File: src/fb_slave_pkg.sv
package fb_slave_pkg;

    localparam int unsigned CLK_HZ = 200_000_000;
    // half periods of the blink rates, 50 percent duty
    localparam int unsigned BLINK_1HZ_HZ = 1;
    localparam int unsigned HALF_4HZ_CYC = CLK_HZ / (4 * 2);
    localparam logic [24:0] HALF_4HZ_MAX = 25'(HALF_4HZ_CYC - 1);
    localparam logic [2:0] PHASE_RESET = 3'h0;

    localparam logic [6:0] ADDR_MIN = 7'h01;
    localparam logic [6:0] ADDR_MAX = 7'h63;
    localparam logic [3:0] DIGIT_MAX = 4'h9;
    localparam logic [6:0] ADDR_RESET = 7'h00;

    // bit rates, shortest bit first: 12M 6M 3M 1.5M 500k 187.5k 93.75k 45.45k 19.2k 9.6k
    localparam int unsigned RATE_COUNT = 10;
    localparam logic [3:0] RATE_RESET = 4'h0;
    localparam logic [15:0] RATE_BIT_CYC [RATE_COUNT] = '{
        16'd17, 16'd33, 16'd67, 16'd133, 16'd400,
        16'd1067, 16'd2133, 16'd4400, 16'd10417, 16'd20833
    };
    localparam logic [15:0] EDGE_CNT_RESET = 16'h0000;

    localparam logic [7:0] SLOT_DIV = 8'hff;

    typedef enum logic [1:0] {
        boot_wait_type = 2'b00,
        boot_run_type = 2'b01,
        boot_fault_type = 2'b10
    } boot_state_type;

    typedef struct packed {
        logic chip_rom_fail;
        logic ram_fail;
        logic dpram_fail;
        logic init_done;
    } selftest_type;

    typedef struct packed {
        logic io_size_err;
        logic prm_err;
        logic asic_enable_err;
        logic online;
        logic acyclic_busy;
    } net_status_type;

    typedef struct packed {
        logic red;
        logic green;
    } led_type;

    typedef struct packed {
        logic [7:0] slot;
        logic [7:0] index;
    } param_loc_type;

    function automatic logic [6:0] addr_from_digits(input logic [3:0] tens,
                                                    input logic [3:0] units);
        logic [6:0] t;
        logic [6:0] a;
        // widen first so the shifts keep the upper bits
        t = {3'h0, tens};
        a = (t << 3) + (t << 1) + {3'h0, units};
        return a;
    endfunction

    function automatic param_loc_type param_map(input logic [15:0] num);
        logic [15:0] z;
        param_loc_type r;
        z = (num == 16'h0000) ? 16'h0000 : num - 16'h0001;
        r.slot = 8'(z / 16'(SLOT_DIV));
        r.index = 8'(z % 16'(SLOT_DIV));
        return r;
    endfunction

endpackage

File: src/fb_slave_status.sv
`timescale 1ns/1ps
`default_nettype none

// Behaviour
// - reply only to master requests, never initiate
// - detect bit rate automatically, ten rates
// - address equals ten times left plus right
// - latch address once at initialisation
// - red 2/1/4 Hz per self-test fault
// - green 2 Hz uninitialised, 1 Hz operating
// - red fault holds until power cycle
// - diagnostic red 1 Hz on io size mismatch
// - diagnostic red 2 Hz on parameter mismatch
// - diagnostic red 4 Hz enable error, else off
// - green on-line lit while on-line
// - red off-line lit while off-line
// - acyclic led lit while request busy
// - parameter n maps to slot and index
// - parameter values are one 16-bit word
module fb_slave_status (
    input wire logic mclk_i,
    input wire logic arst_n_i,
    input wire logic [3:0] sw_tens_i,
    input wire logic [3:0] sw_units_i,
    input wire logic rx_line_i,
    input wire logic frame_req_i,
    input wire logic [7:0] frame_dst_i,
    input wire logic reply_ready_i,
    input wire fb_slave_pkg::selftest_type selftest_i,
    input wire fb_slave_pkg::net_status_type net_i,
    input wire logic param_req_i,
    input wire logic [15:0] param_num_i,
    input wire logic [15:0] param_val_i,
    output logic [6:0] node_addr_o,
    output logic addr_valid_o,
    output logic [3:0] rate_sel_o,
    output logic rate_locked_o,
    output logic tx_enable_o,
    output fb_slave_pkg::led_type board_led_o,
    output logic diag_led_o,
    output logic online_led_o,
    output logic offline_led_o,
    output logic acyclic_led_o,
    output fb_slave_pkg::param_loc_type param_loc_o,
    output logic [15:0] param_word_o,
    output logic param_valid_o
);
    import fb_slave_pkg::*;

    ////////////////////////////////////////////////////////////////////////
    // pin synchronisers; first stage read only by the second
    logic [1:0] rx_sync_reg, rx_sync_next;
    logic [3:0] tens_s1_reg, tens_s2_reg, units_s1_reg, units_s2_reg;
    logic rx_prev_reg, rx_prev_next;

    always_comb begin
        rx_sync_next = {rx_sync_reg[0], rx_line_i};
        rx_prev_next = rx_sync_reg[1];
    end

    always_ff @(posedge mclk_i or negedge arst_n_i) begin
        if (!arst_n_i) begin
            rx_sync_reg <= 2'h3;
            rx_prev_reg <= 1'b1;
            tens_s1_reg <= 4'h0;
            tens_s2_reg <= 4'h0;
            units_s1_reg <= 4'h0;
            units_s2_reg <= 4'h0;
        end else begin
            rx_sync_reg <= rx_sync_next;
            rx_prev_reg <= rx_prev_next;
            tens_s1_reg <= sw_tens_i;
            tens_s2_reg <= tens_s1_reg;
            units_s1_reg <= sw_units_i;
            units_s2_reg <= units_s1_reg;
        end
    end

    ////////////////////////////////////////////////////////////////////////
    // blink divider, free running
    logic [24:0] div_reg, div_next;
    logic [2:0] phase_reg, phase_next;

    always_comb begin
        div_next = div_reg + 25'h0000001;
        phase_next = phase_reg;
        if (div_reg == HALF_4HZ_MAX) begin
            div_next = 25'h0000000;
            phase_next = phase_reg + 3'h1; // bit0 4 Hz, bit1 2 Hz, bit2 1 Hz
        end
    end

    always_ff @(posedge mclk_i or negedge arst_n_i) begin
        if (!arst_n_i) begin
            div_reg <= 25'h0000000;
            phase_reg <= PHASE_RESET;
        end else begin
            div_reg <= div_next;
            phase_reg <= phase_next;
        end
    end

    wire logic blink_4 = ~phase_reg[0];
    wire logic blink_2 = ~phase_reg[1];
    wire logic blink_1 = ~phase_reg[2];

    ////////////////////////////////////////////////////////////////////////
    // initialisation, address capture and sticky faults
    boot_state_type boot_reg, boot_next;
    logic [6:0] addr_reg, addr_next;
    logic addr_ok_reg, addr_ok_next;
    logic [2:0] fault_reg, fault_next; // chip/rom, ram, dpram

    always_comb begin
        boot_next = boot_reg;
        addr_next = addr_reg;
        addr_ok_next = addr_ok_reg;
        // only reset clears the latched faults
        fault_next = fault_reg | {selftest_i.chip_rom_fail, selftest_i.ram_fail,
                                  selftest_i.dpram_fail};
        case (boot_reg)
            boot_wait_type: begin
                if (fault_next != 3'h0) begin
                    boot_next = boot_fault_type;
                end else if (selftest_i.init_done) begin
                    addr_next = addr_from_digits(tens_s2_reg, units_s2_reg);
                    addr_ok_next = (tens_s2_reg <= DIGIT_MAX) && (units_s2_reg <= DIGIT_MAX)
                        && (addr_next >= ADDR_MIN) && (addr_next <= ADDR_MAX);
                    boot_next = boot_run_type;
                end
            end
            boot_run_type: begin
                if (fault_next != 3'h0) begin
                    boot_next = boot_fault_type;
                end
            end
            boot_fault_type: boot_next = boot_fault_type;
            default: boot_next = boot_wait_type;
        endcase
    end

    always_ff @(posedge mclk_i or negedge arst_n_i) begin
        if (!arst_n_i) begin
            boot_reg <= boot_wait_type;
            addr_reg <= ADDR_RESET;
            addr_ok_reg <= 1'b0;
            fault_reg <= 3'h0;
        end else begin
            boot_reg <= boot_next;
            addr_reg <= addr_next;
            addr_ok_reg <= addr_ok_next;
            fault_reg <= fault_next;
        end
    end

    ////////////////////////////////////////////////////////////////////////
    // bit rate detection from the first pulse between edges that fits a bit time
    logic [15:0] run_reg, run_next;
    logic [3:0] rate_reg, rate_next;
    logic lock_reg, lock_next;

    always_comb begin
        run_next = (run_reg == 16'hffff) ? run_reg : run_reg + 16'h0001;
        rate_next = rate_reg;
        lock_next = lock_reg;
        if (rx_sync_reg[1] != rx_prev_reg) begin
            run_next = EDGE_CNT_RESET;
            if (!lock_reg) begin
                // pick the rate whose bit time the pulse is within one eighth of; the shortest such bit wins
                for (int i = RATE_COUNT - 1; i >= 0; i--) begin
                    if (run_reg >= RATE_BIT_CYC[i] - (RATE_BIT_CYC[i] >> 3)
                        && run_reg <= RATE_BIT_CYC[i] + (RATE_BIT_CYC[i] >> 3)) begin
                        rate_next = 4'(i);
                        lock_next = 1'b1;
                    end
                end
            end
        end
        // silence never unlocks; only reset starts a new search
    end

    always_ff @(posedge mclk_i or negedge arst_n_i) begin
        if (!arst_n_i) begin
            run_reg <= EDGE_CNT_RESET;
            rate_reg <= RATE_RESET;
            lock_reg <= 1'b0;
        end else begin
            run_reg <= run_next;
            rate_reg <= rate_next;
            lock_reg <= lock_next;
        end
    end

    ////////////////////////////////////////////////////////////////////////
    // reply gating, leds and parameter mapping
    logic tx_reg, tx_next;
    led_type board_reg, board_next;
    logic diag_reg, diag_next, on_reg, on_next, off_reg, off_next, acy_reg, acy_next;
    param_loc_type loc_reg, loc_next;
    logic [15:0] word_reg, word_next;
    logic pv_reg, pv_next;

    always_comb begin
        // transmit only after a request addressed to this node
        tx_next = tx_reg;
        if (frame_req_i && lock_reg && addr_ok_reg && boot_reg == boot_run_type
            && frame_dst_i == {1'b0, addr_reg}) begin
            tx_next = 1'b1;
        end else if (reply_ready_i) begin
            tx_next = 1'b0;
        end
        board_next = '{red: 1'b0, green: 1'b0};
        if (fault_reg[2]) begin
            board_next.red = blink_2;
        end else if (fault_reg[1]) begin
            board_next.red = blink_1;
        end else if (fault_reg[0]) begin
            board_next.red = blink_4;
        end else if (boot_reg == boot_run_type) begin
            board_next.green = blink_1;
        end else begin
            board_next.green = blink_2;
        end
        if (net_i.asic_enable_err) begin
            diag_next = blink_4;
        end else if (net_i.prm_err) begin
            diag_next = blink_2;
        end else if (net_i.io_size_err) begin
            diag_next = blink_1;
        end else begin
            diag_next = 1'b0;
        end
        on_next = net_i.online;
        off_next = ~net_i.online;
        acy_next = net_i.acyclic_busy;
        loc_next = loc_reg;
        word_next = word_reg;
        pv_next = param_req_i;
        if (param_req_i) begin
            loc_next = param_map(param_num_i);
            word_next = param_val_i;
        end
    end

    always_ff @(posedge mclk_i or negedge arst_n_i) begin
        if (!arst_n_i) begin
            tx_reg <= 1'b0;
            board_reg <= '{red: 1'b0, green: 1'b0};
            diag_reg <= 1'b0;
            on_reg <= 1'b0;
            off_reg <= 1'b1;
            acy_reg <= 1'b0;
            loc_reg <= '{slot: 8'h00, index: 8'h00};
            word_reg <= 16'h0000;
            pv_reg <= 1'b0;
        end else begin
            tx_reg <= tx_next;
            board_reg <= board_next;
            diag_reg <= diag_next;
            on_reg <= on_next;
            off_reg <= off_next;
            acy_reg <= acy_next;
            loc_reg <= loc_next;
            word_reg <= word_next;
            pv_reg <= pv_next;
        end
    end

    assign node_addr_o = addr_reg;
    assign addr_valid_o = addr_ok_reg;
    assign rate_sel_o = rate_reg;
    assign rate_locked_o = lock_reg;
    assign tx_enable_o = tx_reg;
    assign board_led_o = board_reg;
    assign diag_led_o = diag_reg;
    assign online_led_o = on_reg;
    assign offline_led_o = off_reg;
    assign acyclic_led_o = acy_reg;
    assign param_loc_o = loc_reg;
    assign param_word_o = word_reg;
    assign param_valid_o = pv_reg;

endmodule

`default_nettype wire

File: config.mk
export PLATFORM = sky130hd
export DESIGN_NAME = fb_slave_status
export DESIGN_NICKNAME = d
export VERILOG_FILES = /design/src/fb_slave_pkg.sv /design/src/fb_slave_status.sv
export SDC_FILE = /design/constraint.sdc
export NUM_CORES = 1
export LEC_CHECK = 0
export ABC_AREA = 0
export BUFFER_PORTS_ARGS = -buffer_cell sky130_fd_sc_hd__buf_4
export CAP_MARGIN = 5
export CORE_MARGIN = 10
export CORE_UTILIZATION = 35
export DETAILED_ROUTE_END_ITERATION = 10
export PLACE_DENSITY_LB_ADDON = 0.08
export SKIP_CTS_REPAIR_TIMING = 1
export SYNTH_ARGS = -nofsm -noshare
export SYNTH_HDL_FRONTEND = slang
export SYNTH_SLANG_ARGS = --single-unit
File: constraint.sdc
create_clock -name mclk_i -period 3.1 [get_ports mclk_i]
set_clock_uncertainty 0.1 [all_clocks]
set_input_delay 0.465 -clock mclk_i [delete_from_list [all_inputs] [get_ports mclk_i]]
set_output_delay 0.465 -clock mclk_i [all_outputs]
set_load 0.01 [all_outputs]
==> flow_summary.ini <==
[run_status]
status = finished, violations left
violations = negative setup slack

[power_and_ir_drop]
p_per_area_mw_per_mm2 = 418.7
combPwrFrac = 0.338
max-vdd-ir-drop_v = 0.0003590
pwr-share-seq = 0.302
switchingPower_w = 0.001773
switching_share = 0.3107
leakagePower_nw = 6.080
clkPwrFrac = 0.360
cell_internal_pwr_w = 0.003932

[detailed_routing]
vias = 9251
drcViolationCount = 0
wire_per_inst_um = 16.03
dr.pass1.iters = 5
ant_nets = 0
vias_per_cell = 5.165
routed_wl_mm = 28.71
drt_iter0_markers = 609

[clock_network]
cts_max_path_buffers = 2
cts_root_buf = clkbuf_16
clock_latency_ns = 0.42
cts_made_buffers = 17
cts_tree = built
htree_levels = 4
clkTransAtPathRegs_ns = 0.06
clkSinkCount = 121

[sta]
max_freq_mhz = 121.8
finalSetupViolations = 14
worst_slack_ns = -5.108
slew_headroom = 0.6255
slew_violations = 0
fin_crit_sh = 2.648
setup_tns_ns = -53.75
hold_viol_final = 0
period_needed_ns = 8.208
rsz0062_at_grt = true
worst_pin_slew_ns = 0.5568

[worst_setup_path]
crit_arrival_ns = 8.46
cp-startpoint = param_num_i[4]
crit_fanout = 5
critPathKind = in -> reg
crit_required_ns = 3.35
crit_top_cell = xnor2_2
critPathCapture = param_loc_o[6]$_DFFE_PN0P_
cpPeakStageDelay_ns = 0.56
reg2regPathDepth = 8
start_kind = input port
ff2ff_setup_slack_ns = 0.19
r2r_start = tens_s2_reg[0]$_DFF_PN0_
crit_path_end_kind = flip-flop
crit_slowest_cell = or4_4
r2r_end = addr_valid_o$_DFFE_PN0P_

[die]
ios = 116
coreArea_mm2 = 0.02518
die_y_um = 180.1
die_x_um = 180.1
fp-row-count = 58
dieArea_mm2 = 0.03242
start_util = 0.3561

[global_routing]
grt_pass1_wl_mm = 46.46
grt_usage = 0.1705
gr-total-overflow = 0
grt_pass1_vias = 9180
antenna_found_initial = 1
grt_max_degree = 43

[synthesis]
postSynthAreaPerCell_um2 = 8.671
yosys_warnings = 0
netlist_area_mm2 = 0.008966
ys_seq_area_frac = 0.3383
synth_flop_cell = dfrtp_1
synth_largest_area_cell = dfrtp_1
yosysMostFrequentCell = dfrtp_1
syn_inst = 1034
synth_top_area_share = 0.3265
synth_seq_cells = 121
synthTopCellsByArea = dfrtp_1 33%, nor2_1 4.7%, nand2_1 3.8%, mux2_2 3.5%, a21oi_1 3.2%
ys_types = 98
synth-edff-count = 0
synthArstFlopShare = 1.000
synth_nets = 1119
ys_top_cells_by_count = 117 x dfrtp_1, 112 x nor2_1, 90 x nand2_1, 58 x a21oi_1

[min_path]
hold_path.class = in -> reg

[finish]
final_cell_count_no_fill = 1791
nets = 1533
drive_gt1_frac = 0.4247
fill_cells = 2335
multi_input_area_mm2 = 0.006165
area_growth_pct = 51.95
largest_register_ffs = 25
seq_area_mm2 = 0.003033

[place]
dp.cells = 1728
io_buffers = 115
globalplace.congestion = 0.8826
hpwl_mm = 23.13

[flow_run]
max-cap-violations = 0
final cells by class:
class	count	share of cell area
inverter	27	0.007439
multi-input combinational	849	0.4525
timing repair buffer	432	0.2421
clock buffer	17	0.03122
sequential	121	0.2226
clock inverter	14	0.01368
tap	330	0.03031
antenna	1	0.0001837
cells in the final DEF, fill, tap and decap left out, types with 17 or more instances in the layout:
master,count
xnor2_1,26
inv_1,26
nand2_1,88
nand3_1,48
clkbuf_16,17
o21ai_0,46
ha_1,18
nor2_1,107
buf_4,418
nor3_1,27
xor2_1,30
a21oi_1,52
dfrtp_1,117
mux2_2,28
power by group through the flow:
stage / clock (W) / sequential (W) / combinational [W]
final: 0.00205 / 0.00172 / 0.00193
after global routing: 0.00218 / 0.00174 / 0.00210
after CTS: 0.00211 / 0.00172 / 0.00180
after detailed placement: 0 / 0.00175 / 0.00179
after global placement: 0 / 0.00175 / 0.00179
after floorplan: 0 / 0.00178 / 0.000806
worst max-delay path, delay by kind of cell:
family                     cells  cell delay (ns)
AOI/OAI and AO/OA             10             1.62
xor gates and xnor gates       4             0.66
adders and majority gates      2             0.43
buffers and inverters          5             0.67
muxes                          2             0.61
and+or+nand+nor               11             4.00
per-layer routing:
metal | part of all wire | track usage | vias to the layer above
li1 | - | - | 4685
met1 | 0.48 | 0.2251 | 4370
met5 | 0 | 0 | -
met4 | 0.013 | 0.04888 | 0
met3 | 0.039 | 0.02892 | 20
met2 | 0.47 | 0.2804 | 176
cell families after synthesis:
| family | share of synthesized area |
|---|---|
| AND/OR/NAND/NOR | 0.2744 |
| XOR/XNOR | 0.05959 |
| multiplexers | 0.05135 |
| adder cells (fa/ha/maj) | 0.03238 |
| buffers and inverters | 0.02777 |
| AO/OA/AOI/OAI | 0.2163 |
| flip-flops | 0.3383 |
worst min-delay path by stage:
stage	start	to	slack (ns)	cells after the start
final	net_i[0]	acyclic_led_o$_DFF_PN0_	0.05	1
after global routing	net_i[0]	acyclic_led_o$_DFF_PN0_	0.03	1
after CTS	arst_n_i	rate_sel_o[0]$_DFFE_PN0P_	-0.07	1
after detailed placement	tens_s1_reg[3]$_DFF_PN0_	tens_s2_reg[3]$_DFF_PN0_	0.23	0
after global placement	units_s1_reg[1]$_DFF_PN0_	units_s2_reg[1]$_DFF_PN0_	0.23	0
after floorplan	arst_n_i	acyclic_led_o$_DFF_PN0_	0.07	0
stage by stage:
step,hold WS (ns),util,area [um2],setup slack [ns],total power (W)
final,0.05427,0.5410,13620,-5.108,0.005705
after global routing,0.03315,0.5409,13620,-5.435,0.006010
after CTS,-0.06637,0.5158,12990,-5.306,0.005636
after detailed placement,0.2347,0.4915,12380,-5.726,0.003547
after global placement,0.2324,0.4915,12380,-5.574,0.003542
after floorplan,0.06941,-,9097,-5.572,0.002590
(Power assumes the default switching activity.)
